[src/design/pws_map.vh]
/*
 * Constants for the well-state sequencer: state codes, stop causes
 * and fixed timing figures.
 * Assumes inclusion by bare name from the sequencer and the test bench.
 */
`ifndef PWS_MAP_VH
`define PWS_MAP_VH

// Clock rate
`define PWS_CLK_HZ        40000000

// Well state codes
`define PWS_ST_INIT       5'h0_0
`define PWS_ST_PWR_DLY    5'h0_1
`define PWS_ST_ALERT      5'h0_2
`define PWS_ST_STARTING   5'h0_3
`define PWS_ST_MIN_STRK   5'h0_4
`define PWS_ST_PUMP_NORM  5'h0_5
`define PWS_ST_PUMP_HOST  5'h0_6
`define PWS_ST_PUMP_TIMED 5'h0_7
`define PWS_ST_CALIB      5'h0_8
`define PWS_ST_STOPPING   5'h0_9
`define PWS_ST_STOPPED    5'h0_A
`define PWS_ST_DT_PUMPOFF 5'h0_B
`define PWS_ST_DT_SETPT   5'h0_C
`define PWS_ST_DT_GLOBAL  5'h0_D
`define PWS_ST_DT_PEM     5'h0_E
`define PWS_ST_DT_HOST    5'h0_F
`define PWS_ST_DT_TIMED   5'h1_0
`define PWS_ST_MALF_SETPT 5'h1_1
`define PWS_ST_MALF_START 5'h1_2

// Stop causes
`define PWS_CS_PUMPOFF    3'h0
`define PWS_CS_SETPT      3'h1
`define PWS_CS_GLOBAL     3'h2
`define PWS_CS_PEM        3'h3
`define PWS_CS_HOST       3'h4
`define PWS_CS_TIMED      3'h5
`define PWS_CS_STARTFAIL  3'h6

// Timing, in seconds unless noted
`define PWS_BOOT_SECS     16'h0002
`define PWS_START_SECS    16'h000A
`define PWS_STILL_SECS    16'h0003
`define PWS_DWELL_CYC     4'h4

`endif

[src/design/pws_sec_timer.v]
/*
 * Seconds countdown timer with its own prescaler.
 * Assumes load comes from the sequencer and may stand through reset.
 */
`timescale 1ns/1ps
`default_nettype none

module pws_sec_timer #(
	parameter TICKS_PER_SEC = 40000000,
	parameter PW            = 26,
	parameter W             = 16
) (
	input  wire         clk,
	input  wire         rst,
	input  wire         load,
	input  wire [W-1:0] secs,
	output wire         done
);

	localparam [31:0]   PRE_FULL = TICKS_PER_SEC - 1;
	localparam [PW-1:0] PRE_MAX  = PRE_FULL[PW-1:0];

	reg  [PW-1:0] pre_ff;
	reg  [W-1:0]  sec_ff;

	////////////////////////////////////////////////////////////////////////
	// Prescaler restarts on load so a full second is always counted
	always @(posedge clk) begin
		if (rst || load || pre_ff == PRE_MAX) begin
			pre_ff <= {PW{1'b0}};
		end else begin
			pre_ff <= pre_ff + 1'b1;
		end
	end

	always @(posedge clk) begin
		// Load wins over reset so the boot period is armed during reset
		if (load) begin
			sec_ff <= secs;
		end else if (rst) begin
			sec_ff <= {W{1'b0}};
		end else if (pre_ff == PRE_MAX && sec_ff != {W{1'b0}}) begin
			sec_ff <= sec_ff - 1'b1;
		end
	end

	assign done = (sec_ff == {W{1'b0}});

endmodule // pws_sec_timer

`default_nettype wire

[src/design/pws_sequencer.v]
/*
 * Well-state sequencer for a rod pump controller.
 * Assumes all inputs synchronous to CLK_SYS; event inputs are levels
 * sampled while the matching state is active.
 */
// Notes on behaviour
// - Exactly one state, always shown on output
// - Pump-off, setpoint, PEM and timed downtimes auto-restart when downtime expires
// - Global off holds pump until run permit
// - Energy management downtime lasts its whole period
// - Malfunction states leave only on operator clear or reset button
// - Stopped is brief, then explains stop cause
// - Starting drives start low; position, then load
// - Minimum strokes run without dynagraph analysis
// - Normal pumping enables all monitoring functions
// - Host pumping when host mode and run
// - Timed pumping while timed mode runs
// - Bottom-of-stroke adjust shown as calibration state
// - Initializing at power-up and reset button
// - Power-on delay waits programmed seconds
// - Start alert drives alert low programmed seconds
// - Stopping until load and position static
// - Pumped-off stop enters pump-off downtime
// - Clean restart clears consecutive violation count
// - Allowed consecutive violations lead to malfunction
// - Start and alert outputs are active low; analysis enable is active high
`timescale 1ns/1ps
`default_nettype none
`include "pws_map.vh"

module pws_sequencer #(
	parameter TICKS_PER_SEC = `PWS_CLK_HZ,
	parameter SW            = 16,
	parameter LW            = 12,
	parameter CW            = 8
) (
	input  wire          CLK_SYS,
	input  wire          SYS_RST,
	input  wire          RESET_BTN,
	input  wire          POS_IN,
	input  wire [LW-1:0] LOAD_IN,
	input  wire [SW-1:0] PWR_DLY_SECS,
	input  wire          ALERT_EN,
	input  wire [SW-1:0] ALERT_SECS,
	input  wire [SW-1:0] DOWNTIME_SECS,
	input  wire [SW-1:0] PEM_SECS,
	input  wire [SW-1:0] TIMED_ON_SECS,
	input  wire [SW-1:0] TIMED_OFF_SECS,
	input  wire [SW-1:0] MIN_STROKES,
	input  wire [CW-1:0] MALF_ALLOWED,
	input  wire          HOST_MODE,
	input  wire          HOST_RUN,
	input  wire          TIMED_MODE,
	input  wire          GLOBAL_OFF,
	input  wire          RUN_PERMIT,
	input  wire          PEM_REQ,
	input  wire          CAL_REQ,
	input  wire          OPER_CLEAR,
	input  wire          PUMPOFF_DET,
	input  wire          SETPT_VIOL,
	output wire [4:0]    WELL_STATE,
	output wire          START_N,
	output wire          ALERT_N,
	output wire          ANALYSIS_EN,
	output wire [CW-1:0] MALF_COUNT
);

	reg  [4:0]    state_ff;
	reg  [4:0]    nxt_state;
	reg  [2:0]    cause_ff;
	reg  [2:0]    nxt_cause;
	reg           phase_ff;
	reg           nxt_phase;
	reg  [SW-1:0] strk_ff;
	reg  [SW-1:0] nxt_strk;
	reg  [CW-1:0] malf_ff;
	reg  [CW-1:0] nxt_malf;
	reg  [3:0]    dwell_ff;
	reg           pos_d_ff;
	reg  [LW-1:0] load_d_ff;
	reg           start_n_ff;
	reg           alert_n_ff;
	reg           analysis_ff;
	reg  [SW-1:0] tmr_secs;
	reg  [4:0]    start_st;
	wire          tmr_load;
	wire          tmr_done;
	wire          pos_edge;
	wire          load_chg;
	wire          motion;
	wire          running;
	wire [CW-1:0] malf_inc;

	assign pos_edge = POS_IN & ~pos_d_ff;
	assign load_chg = (LOAD_IN != load_d_ff);
	assign motion   = (POS_IN != pos_d_ff) | load_chg;
	assign malf_inc = malf_ff + 1'b1;
	assign running  = (state_ff == `PWS_ST_MIN_STRK) || (state_ff == `PWS_ST_PUMP_NORM) ||
		(state_ff == `PWS_ST_PUMP_HOST) || (state_ff == `PWS_ST_PUMP_TIMED);

	////////////////////////////////////////////////////////////////////////
	// Shared seconds timer, reloaded on every state change
	// Stopping reloads on motion, so done means inputs went static
	assign tmr_load = SYS_RST || RESET_BTN || (nxt_state != state_ff) ||
		(state_ff == `PWS_ST_STOPPING && motion) ||
		(state_ff == `PWS_ST_STARTING && nxt_phase != phase_ff);

	always @* begin
		case (SYS_RST ? `PWS_ST_INIT : nxt_state)
		`PWS_ST_INIT:       tmr_secs = `PWS_BOOT_SECS;
		`PWS_ST_PWR_DLY:    tmr_secs = PWR_DLY_SECS;
		`PWS_ST_ALERT:      tmr_secs = ALERT_SECS;
		`PWS_ST_STARTING:   tmr_secs = `PWS_START_SECS;
		`PWS_ST_STOPPING:   tmr_secs = `PWS_STILL_SECS;
		`PWS_ST_PUMP_TIMED: tmr_secs = TIMED_ON_SECS;
		`PWS_ST_DT_TIMED:   tmr_secs = TIMED_OFF_SECS;
		`PWS_ST_DT_PEM:     tmr_secs = PEM_SECS;
		default:            tmr_secs = DOWNTIME_SECS;
		endcase
	end

	pws_sec_timer #(
		.TICKS_PER_SEC (TICKS_PER_SEC),
		.W             (SW)
	) u_timer (
		.clk  (CLK_SYS),
		.rst  (SYS_RST),
		.load (tmr_load),
		.secs (tmr_secs),
		.done (tmr_done)
	);

	////////////////////////////////////////////////////////////////////////
	// Next state
	always @* begin
		start_st  = ALERT_EN ? `PWS_ST_ALERT : `PWS_ST_STARTING;
		nxt_state = state_ff;
		nxt_cause = cause_ff;
		nxt_phase = phase_ff;
		nxt_strk  = strk_ff;
		nxt_malf  = malf_ff;
		case (state_ff)
		`PWS_ST_INIT: begin
			if (tmr_done) begin
				nxt_state = `PWS_ST_PWR_DLY;
			end
		end
		`PWS_ST_PWR_DLY: begin
			if (tmr_done) begin
				nxt_state = start_st;
			end
		end
		`PWS_ST_ALERT: begin
			if (tmr_done) begin
				nxt_state = `PWS_ST_STARTING;
			end
		end
		`PWS_ST_STARTING: begin
			// Position confirms first, then load; timeout per phase
			if (!phase_ff && pos_edge) begin
				nxt_phase = 1'b1;
			end else if (phase_ff && load_chg) begin
				nxt_phase = 1'b0;
				nxt_strk  = {SW{1'b0}};
				if (HOST_MODE) begin
					nxt_state = `PWS_ST_PUMP_HOST;
				end else if (TIMED_MODE) begin
					nxt_state = `PWS_ST_PUMP_TIMED;
				end else begin
					nxt_state = `PWS_ST_MIN_STRK;
				end
			end else if (tmr_done) begin
				nxt_phase = 1'b0;
				nxt_cause = `PWS_CS_STARTFAIL;
				nxt_state = `PWS_ST_STOPPING;
			end
		end
		`PWS_ST_MIN_STRK: begin
			if (pos_edge) begin
				nxt_strk = strk_ff + 1'b1;
			end
			if (strk_ff >= MIN_STROKES) begin
				nxt_strk  = {SW{1'b0}};
				nxt_state = `PWS_ST_PUMP_NORM;
			end
		end
		`PWS_ST_PUMP_NORM: begin
			if (pos_edge && strk_ff < MIN_STROKES) begin
				nxt_strk = strk_ff + 1'b1;
			end
			// A run of clean strokes after restart clears the count
			if (strk_ff >= MIN_STROKES) begin
				nxt_malf = {CW{1'b0}};
			end
			if (SETPT_VIOL) begin
				nxt_cause = `PWS_CS_SETPT;
				nxt_state = `PWS_ST_STOPPING;
			end else if (PUMPOFF_DET) begin
				nxt_cause = `PWS_CS_PUMPOFF;
				nxt_state = `PWS_ST_STOPPING;
			end
		end
		`PWS_ST_PUMP_HOST: begin
			if (!HOST_RUN) begin
				nxt_cause = `PWS_CS_HOST;
				nxt_state = `PWS_ST_STOPPING;
			end
		end
		`PWS_ST_PUMP_TIMED: begin
			if (tmr_done || !TIMED_MODE) begin
				nxt_cause = `PWS_CS_TIMED;
				nxt_state = `PWS_ST_STOPPING;
			end
		end
		`PWS_ST_STOPPING: begin
			if (tmr_done) begin
				nxt_state = `PWS_ST_STOPPED;
			end
		end
		`PWS_ST_STOPPED: begin
			if (dwell_ff == `PWS_DWELL_CYC) begin
				case (cause_ff)
				`PWS_CS_PUMPOFF:   nxt_state = `PWS_ST_DT_PUMPOFF;
				`PWS_CS_GLOBAL:    nxt_state = `PWS_ST_DT_GLOBAL;
				`PWS_CS_PEM:       nxt_state = `PWS_ST_DT_PEM;
				`PWS_CS_HOST:      nxt_state = `PWS_ST_DT_HOST;
				`PWS_CS_TIMED:     nxt_state = `PWS_ST_DT_TIMED;
				`PWS_CS_STARTFAIL: nxt_state = `PWS_ST_MALF_START;
				`PWS_CS_SETPT: begin
					nxt_malf = malf_inc;
					if (malf_inc >= MALF_ALLOWED) begin
						nxt_state = `PWS_ST_MALF_SETPT;
					end else begin
						nxt_state = `PWS_ST_DT_SETPT;
					end
				end
				default:           nxt_state = `PWS_ST_MALF_START;
				endcase
			end
		end
		`PWS_ST_DT_GLOBAL: begin
			if (RUN_PERMIT && !GLOBAL_OFF) begin
				nxt_state = start_st;
			end
		end
		`PWS_ST_DT_HOST: begin
			if (!HOST_MODE || HOST_RUN) begin
				nxt_state = start_st;
			end
		end
		`PWS_ST_DT_PEM: begin
			if (tmr_done) begin
				nxt_state = start_st;
			end
		end
		`PWS_ST_CALIB: begin
			if (!CAL_REQ) begin
				nxt_state = start_st;
			end
		end
		`PWS_ST_MALF_SETPT,
		`PWS_ST_MALF_START: begin
			if (OPER_CLEAR) begin
				nxt_malf  = {CW{1'b0}};
				nxt_state = start_st;
			end
		end
		`PWS_ST_DT_PUMPOFF,
		`PWS_ST_DT_SETPT,
		`PWS_ST_DT_TIMED: begin
			if (tmr_done) begin
				nxt_state = start_st;
			end
		end
		default: begin
			nxt_state = `PWS_ST_INIT;
		end
		endcase

		// Overrides that apply across groups of states
		if (running || state_ff == `PWS_ST_STARTING) begin
			if (GLOBAL_OFF) begin
				nxt_cause = `PWS_CS_GLOBAL;
				nxt_state = `PWS_ST_STOPPING;
			end else if (PEM_REQ) begin
				nxt_cause = `PWS_CS_PEM;
				nxt_state = `PWS_ST_STOPPING;
			end
		end else if (state_ff == `PWS_ST_DT_PUMPOFF || state_ff == `PWS_ST_DT_SETPT ||
				state_ff == `PWS_ST_DT_TIMED || state_ff == `PWS_ST_DT_HOST ||
				state_ff == `PWS_ST_PWR_DLY || state_ff == `PWS_ST_ALERT) begin
			// Pump already still, so no stopping pass is needed
			if (GLOBAL_OFF) begin
				nxt_state = `PWS_ST_DT_GLOBAL;
			end else if (PEM_REQ) begin
				nxt_state = `PWS_ST_DT_PEM;
			end else if (CAL_REQ) begin
				nxt_state = `PWS_ST_CALIB;
			end
		end
		if (RESET_BTN) begin
			nxt_state = `PWS_ST_INIT;
			nxt_phase = 1'b0;
		end
	end

	////////////////////////////////////////////////////////////////////////
	// State and outputs; outputs follow the next state so they line up
	always @(posedge CLK_SYS) begin
		if (SYS_RST) begin
			state_ff    <= `PWS_ST_INIT;
			cause_ff    <= `PWS_CS_PUMPOFF;
			phase_ff    <= 1'b0;
			strk_ff     <= {SW{1'b0}};
			malf_ff     <= {CW{1'b0}};
			dwell_ff    <= 4'h0;
			pos_d_ff    <= 1'b0;
			load_d_ff   <= {LW{1'b0}};
			start_n_ff  <= 1'b1;
			alert_n_ff  <= 1'b1;
			analysis_ff <= 1'b0;
		end else begin
			state_ff    <= nxt_state;
			cause_ff    <= nxt_cause;
			phase_ff    <= nxt_phase;
			strk_ff     <= nxt_strk;
			malf_ff     <= nxt_malf;
			dwell_ff    <= (state_ff == `PWS_ST_STOPPED) ? dwell_ff + 1'b1 : 4'h0;
			pos_d_ff    <= POS_IN;
			load_d_ff   <= LOAD_IN;
			start_n_ff  <= ~(nxt_state == `PWS_ST_STARTING || nxt_state == `PWS_ST_MIN_STRK ||
				nxt_state == `PWS_ST_PUMP_NORM || nxt_state == `PWS_ST_PUMP_HOST ||
				nxt_state == `PWS_ST_PUMP_TIMED);
			alert_n_ff  <= ~(nxt_state == `PWS_ST_ALERT);
			analysis_ff <= (nxt_state == `PWS_ST_PUMP_NORM);
		end
	end

	assign WELL_STATE  = state_ff;
	assign START_N     = start_n_ff;
	assign ALERT_N     = alert_n_ff;
	assign ANALYSIS_EN = analysis_ff;
	assign MALF_COUNT  = malf_ff;

endmodule // pws_sequencer

`default_nettype wire

[config.mk]
export PLATFORM = sky130hd
export DESIGN_NAME = pws_sequencer
export DESIGN_NICKNAME = d
export VERILOG_FILES = /design/src/design/pws_sec_timer.v /design/src/design/pws_sequencer.v
export VERILOG_INCLUDE_DIRS = /design/src /design/src/design
export SDC_FILE = /design/constraint.sdc
export NUM_CORES = 1
export LEC_CHECK = 0
export ABC_AREA = 1
export BUFFER_PORTS_ARGS = -buffer_cell sky130_fd_sc_hd__buf_4
export CAP_MARGIN = 10
export CORE_MARGIN = 3
export CORE_UTILIZATION = 50
export DETAILED_ROUTE_END_ITERATION = 8
export GPL_ROUTABILITY_DRIVEN = 0
export GPL_TIMING_DRIVEN = 0
export PLACE_DENSITY_LB_ADDON = 0.25
export SYNTH_ARGS = -nofsm -noshare
export SYNTH_HDL_FRONTEND = slang
export SYNTH_SLANG_ARGS = --single-unit
[constraint.sdc]
create_clock -name CLK_SYS -period 4.5 [get_ports CLK_SYS]
set_input_delay 0.9 -clock CLK_SYS [delete_from_list [all_inputs] [get_ports CLK_SYS]]
set_output_delay 0.9 -clock CLK_SYS [all_outputs]
set_load 0.01 [all_outputs]
==> impl_metrics.ini <==
[synthesis]
yosys_warnings = 0
ys_seq_area_share_pct = 27.3
synth.top_cell.area_share_pct = 20.9
yosysTopAreaCell = dfxtp_1
async_reset_ff_share_pct = 0
synth.distinct_cells = 50
syn-cell-area_um2 = 7560
synth_cells = 1214
syn_nets = 1393
avgSynthCellArea_um2 = 6.23
synthTopCellsByArea = dfxtp_1 21%, nand2_1 14%, nand3_1 11%
synth_seq_cells = 95
synth_edf_count = 16
synth_ff_type = dfxtp_1

[worst_hold_path]
hold_depth = 1
whs_endpoint = u_timer.pre_ff[0]
hold_start = u_timer.pre_ff[0]
hold_path.class = reg2reg

[timing]
hold_viol_final = 0
setup_violations = 0
fmax_mhz = 244
fin_crit_ns = 4.09
finalMaxSlewViolations = 0
tns_ns = 0
relSlewSlack_pct = 47.0
min_period_over_period_pct = 90.9
worst_slew_pin_slew_ns = 0.789
rsz0062_at_grt = false
skew_ns = 0.00942

[finish]
post-route-util_pct = 63.4
fill_cells = 1432
multiInputGateArea_um2 = 4590
seq_area_um2 = 2060
antenna_cells = 0
fin_nets = 1566
drive_gt1_share_pct = 18.4
areaGrowthSynthToFinish_pct = 22.9
fin_area_um2 = 9290

[setup_path]
cp-start-kind = flop
path_class = reg2reg
cp_slowest_stage_delay_ns = 0.40
cp.arrival_ns = 4.20
crit_path_end_kind = flop
rr_worst_depth = 25
critPathMaxFanout = 10
r2r_slack_ns = 0.41
crit_buf_inv = 5
timing.rr.end = u_timer.sec_ff[5]
slowest_stage = dfxtp_1
rr_startpoint = MALF_COUNT[2]
required_ns = 4.61
crit_family = simple AND/OR/NAND/NOR gates
crit_path_frequent_cell = nand2_1

[power_and_ir_drop]
swShare_pct = 31.9
seqPwrFrac_pct = 43.3
peakVddDrop_mv = 0.230
netSwitchingPower_mw = 0.731
power.share.combinational_pct = 25.0
power_density_nw_per_um2 = 246
clkPwrFrac_pct = 31.7
power.internal_mw = 1.56
cellLeakagePower_nw = 4.76

[clock_tree]
postCtsHoldBufs = 0
clk_pin_slew_ns = 0.06
cts.htree.levels = 3
cts_buffers = 9
cts.sinks = 95
root_buffer = clkbuf_16
post_cts_buffers = 0
cts.path.max_buffers = 2
cts_tree = done
clk_latency_ns = 0.35

[grt]
grt_pass1_wl_mm = 34.4
grt_use_total_pct = 25.5
grt_max_degree = 17
antenna_found_initial = 0
grt_pass1_vias = 7426
grt_overflow = 0

[placement]
dp.final_hpwl_mm = 17.7
placed_cell_area_um2 = 9000
port_buffers = 161

[detailed_routing]
wl_per_cell_um = 13.8
drt_wl_total_mm = 21.8
avgViaCountPerCell = 5.25
vias = 8274
drt-initial-drc-count = 666
dr.pass1.iters = 5
postRouteAntennaNets = 0
drc = 0

[floorplanning]
coreArea_um2 = 14600
start_util_pct = 51.6
die-area_um2 = 16600
dieWidth_um = 129
ios = 163
die_h_um = 129
rows = 44

[flow_run]
maxCapViolCount = 0

[outcome]
status = completed
==> worst reg2reg max path, cell delays in order (launching register included) <==
cell and delay [ns]:
dfxtp_1 0.40, nand3_1 0.13, nor2_1 0.11, nand2_1 0.10, nor3_2 0.13, xor2_1 0.17, inv_1 0.07, ha_1 0.29
nand2_1 0.07, o21a_1 0.20, nand2_1 0.06, nand2_1 0.06, nand2_1 0.09, a21oi_1 0.12, nor2_2 0.16, inv_2 0.07
a21oi_1 0.18, nand3_1 0.09, a21oi_1 0.20, nand2_1 0.10, nor2_2 0.13, nand3_2 0.10, inv_1 0.17, buf_4 0.22
o21ai_2 0.16, buf_4 0.26
==> flip-flops by register name, indices dropped and copies added (netlist names) <==
register / flops
ANALYSIS_EN: 1
cause_ff: 3
dwell_ff: 4
MALF_COUNT: 8
u_timer.pre_ff: 26
phase_ff: 1
load_d_ff: 12
ALERT_N: 1
START_N: 1
u_timer.sec_ff: 16
pos_d_ff: 1
strk_ff: 16
WELL_STATE: 5
==> area by class of cell <==
type                    count  share of cell area, %
well taps                 184                   2.48
multi-input cells         891                   49.4
plain buffers              27                   1.75
repair buffers            162                   13.1
inverters                 201                   8.15
clock buffers              11                   2.50
flip-flops and latches     95                   22.2
clock inverters             5                  0.431
==> cell usage after synthesis, types with 6 or more instances <==
| cell type | instances |
|---|---|
| nand2_1 | 285 |
| nor4_1 | 9 |
| a21oi_1 | 42 |
| dfxtp_1 | 79 |
| nand4_1 | 20 |
| nand2_2 | 10 |
| buf_2 | 13 |
| edfxtp_1 | 16 |
| xor2_1 | 24 |
| buf_4 | 6 |
| inv_2 | 8 |
| inv_1 | 190 |
| xnor2_1 | 16 |
| ha_1 | 32 |
| nor3_1 | 28 |
| nand3_1 | 167 |
| a31oi_1 | 10 |
| nor2_2 | 12 |
| o21ai_0 | 36 |
| nor2_1 | 148 |
==> metrics by stage <==
step | instances | worst slack (ns) | power, mW | hold slack (ns)
6_report | 1576 | 0.409 | 2.29 | 0.439
5_1_grt | 1576 | 0.0349 | 2.41 | 0.499
4_1_cts | 1576 | 0.176 | 2.29 | 0.442
3_5_place_dp | 1560 | 0.193 | 1.57 | 0.432
3_3_place_gp | 1559 | -0.246 | 1.55 | 0.427
2_1_floorplan | 1214 | 0.553 | 1.36 | 0.413
==> power by group through the flow <==
| stage | Combinational [mW] | Clock, mW | Sequential, mW |
|---|---|---|---|
| 2_1_floorplan | 0.361 | 0 | 0.995 |
| 5_1_grt | 0.641 | 0.768 | 0.997 |
| 4_1_cts | 0.566 | 0.741 | 0.988 |
| 6_report | 0.573 | 0.725 | 0.990 |
| 3_5_place_dp | 0.560 | 0 | 1.01 |
| 3_3_place_gp | 0.548 | 0 | 1.01 |
==> kinds of logic after synthesis <==
kind of cell	share of synthesized area, %
DFF	27.3
and+or+nand+nor	41.8
AOI/OAI and AO/OA	8.84
adders and majority gates	5.30
xor gates and xnor gates	4.63
buffers and inverters	12.2
==> per-layer routing <==
| layer | vias up | track usage, % | part of all wire [%] |
|---|---|---|---|
| met5 | - | 0 | 0 |
| met4 | 0 | 7.54 | 1.9 |
| met3 | 33 | 5.94 | 7.7 |
| met2 | 291 | 41.0 | 46 |
| met1 | 3698 | 34.3 | 44 |
| li1 | 4252 | - | - |
==> timing repair <==
action,4_1_cts,5_1_grt
setup endpoints to repair,0,17
endpoints found under the hold margin,0,0
gates resized for setup,0,4
==> worst max-delay path by stage <==
stage | cells after the start | from | endpoint | slack, ns
detailed placement | 25 | MALF_COUNT[0] | u_timer.sec_ff[12] | 0.19
CTS | 25 | MALF_COUNT[0] | u_timer.sec_ff[5] | 0.18
finish | 25 | MALF_COUNT[2] | u_timer.sec_ff[5] | 0.41
global placement | 24 | MALF_COUNT[0] | u_timer.sec_ff[7] | -0.25
global route | 26 | MALF_COUNT[2] | u_timer.sec_ff[5] | 0.03
floorplan | 26 | MALF_COUNT[0] | u_timer.sec_ff[0] | 0.55
==> placed cells by master, fill, tap and decap left out, types with 3 or more instances in the layout <==
| cell | synthesis | final |
|---|---|---|
| or2_2 | 4 | 4 |
| nand2_1 | 285 | 285 |
| edfxtp_1 | 16 | 16 |
| buf_4 | 6 | 168 |
| a21oi_2 | 2 | 3 |
| a211oi_1 | 4 | 4 |
| nand3b_1 | 3 | 3 |
| xnor2_1 | 16 | 16 |
| clkbuf_16 | 0 | 9 |
| a31oi_1 | 10 | 10 |
| nand3_1 | 167 | 167 |
| nor2_2 | 12 | 12 |
| nor2_1 | 148 | 148 |
| o21ai_0 | 36 | 35 |
| buf_2 | 13 | 13 |
| nor4_1 | 9 | 9 |
| nor2_4 | 5 | 5 |
| inv_1 | 190 | 190 |
| buf_6 | 3 | 3 |
| inv_2 | 8 | 8 |
| nor3_1 | 28 | 27 |
| a21oi_1 | 42 | 41 |
| nand2_2 | 10 | 10 |
| o21a_1 | 3 | 3 |
| xor2_1 | 24 | 24 |
| dfxtp_1 | 79 | 78 |
| nand3_2 | 4 | 4 |
| o211ai_1 | 3 | 3 |
| ha_1 | 32 | 32 |
| clkbuf_1 | 4 | 6 |
| nand4_1 | 20 | 20 |
Power figures use the tool's default switching activity.
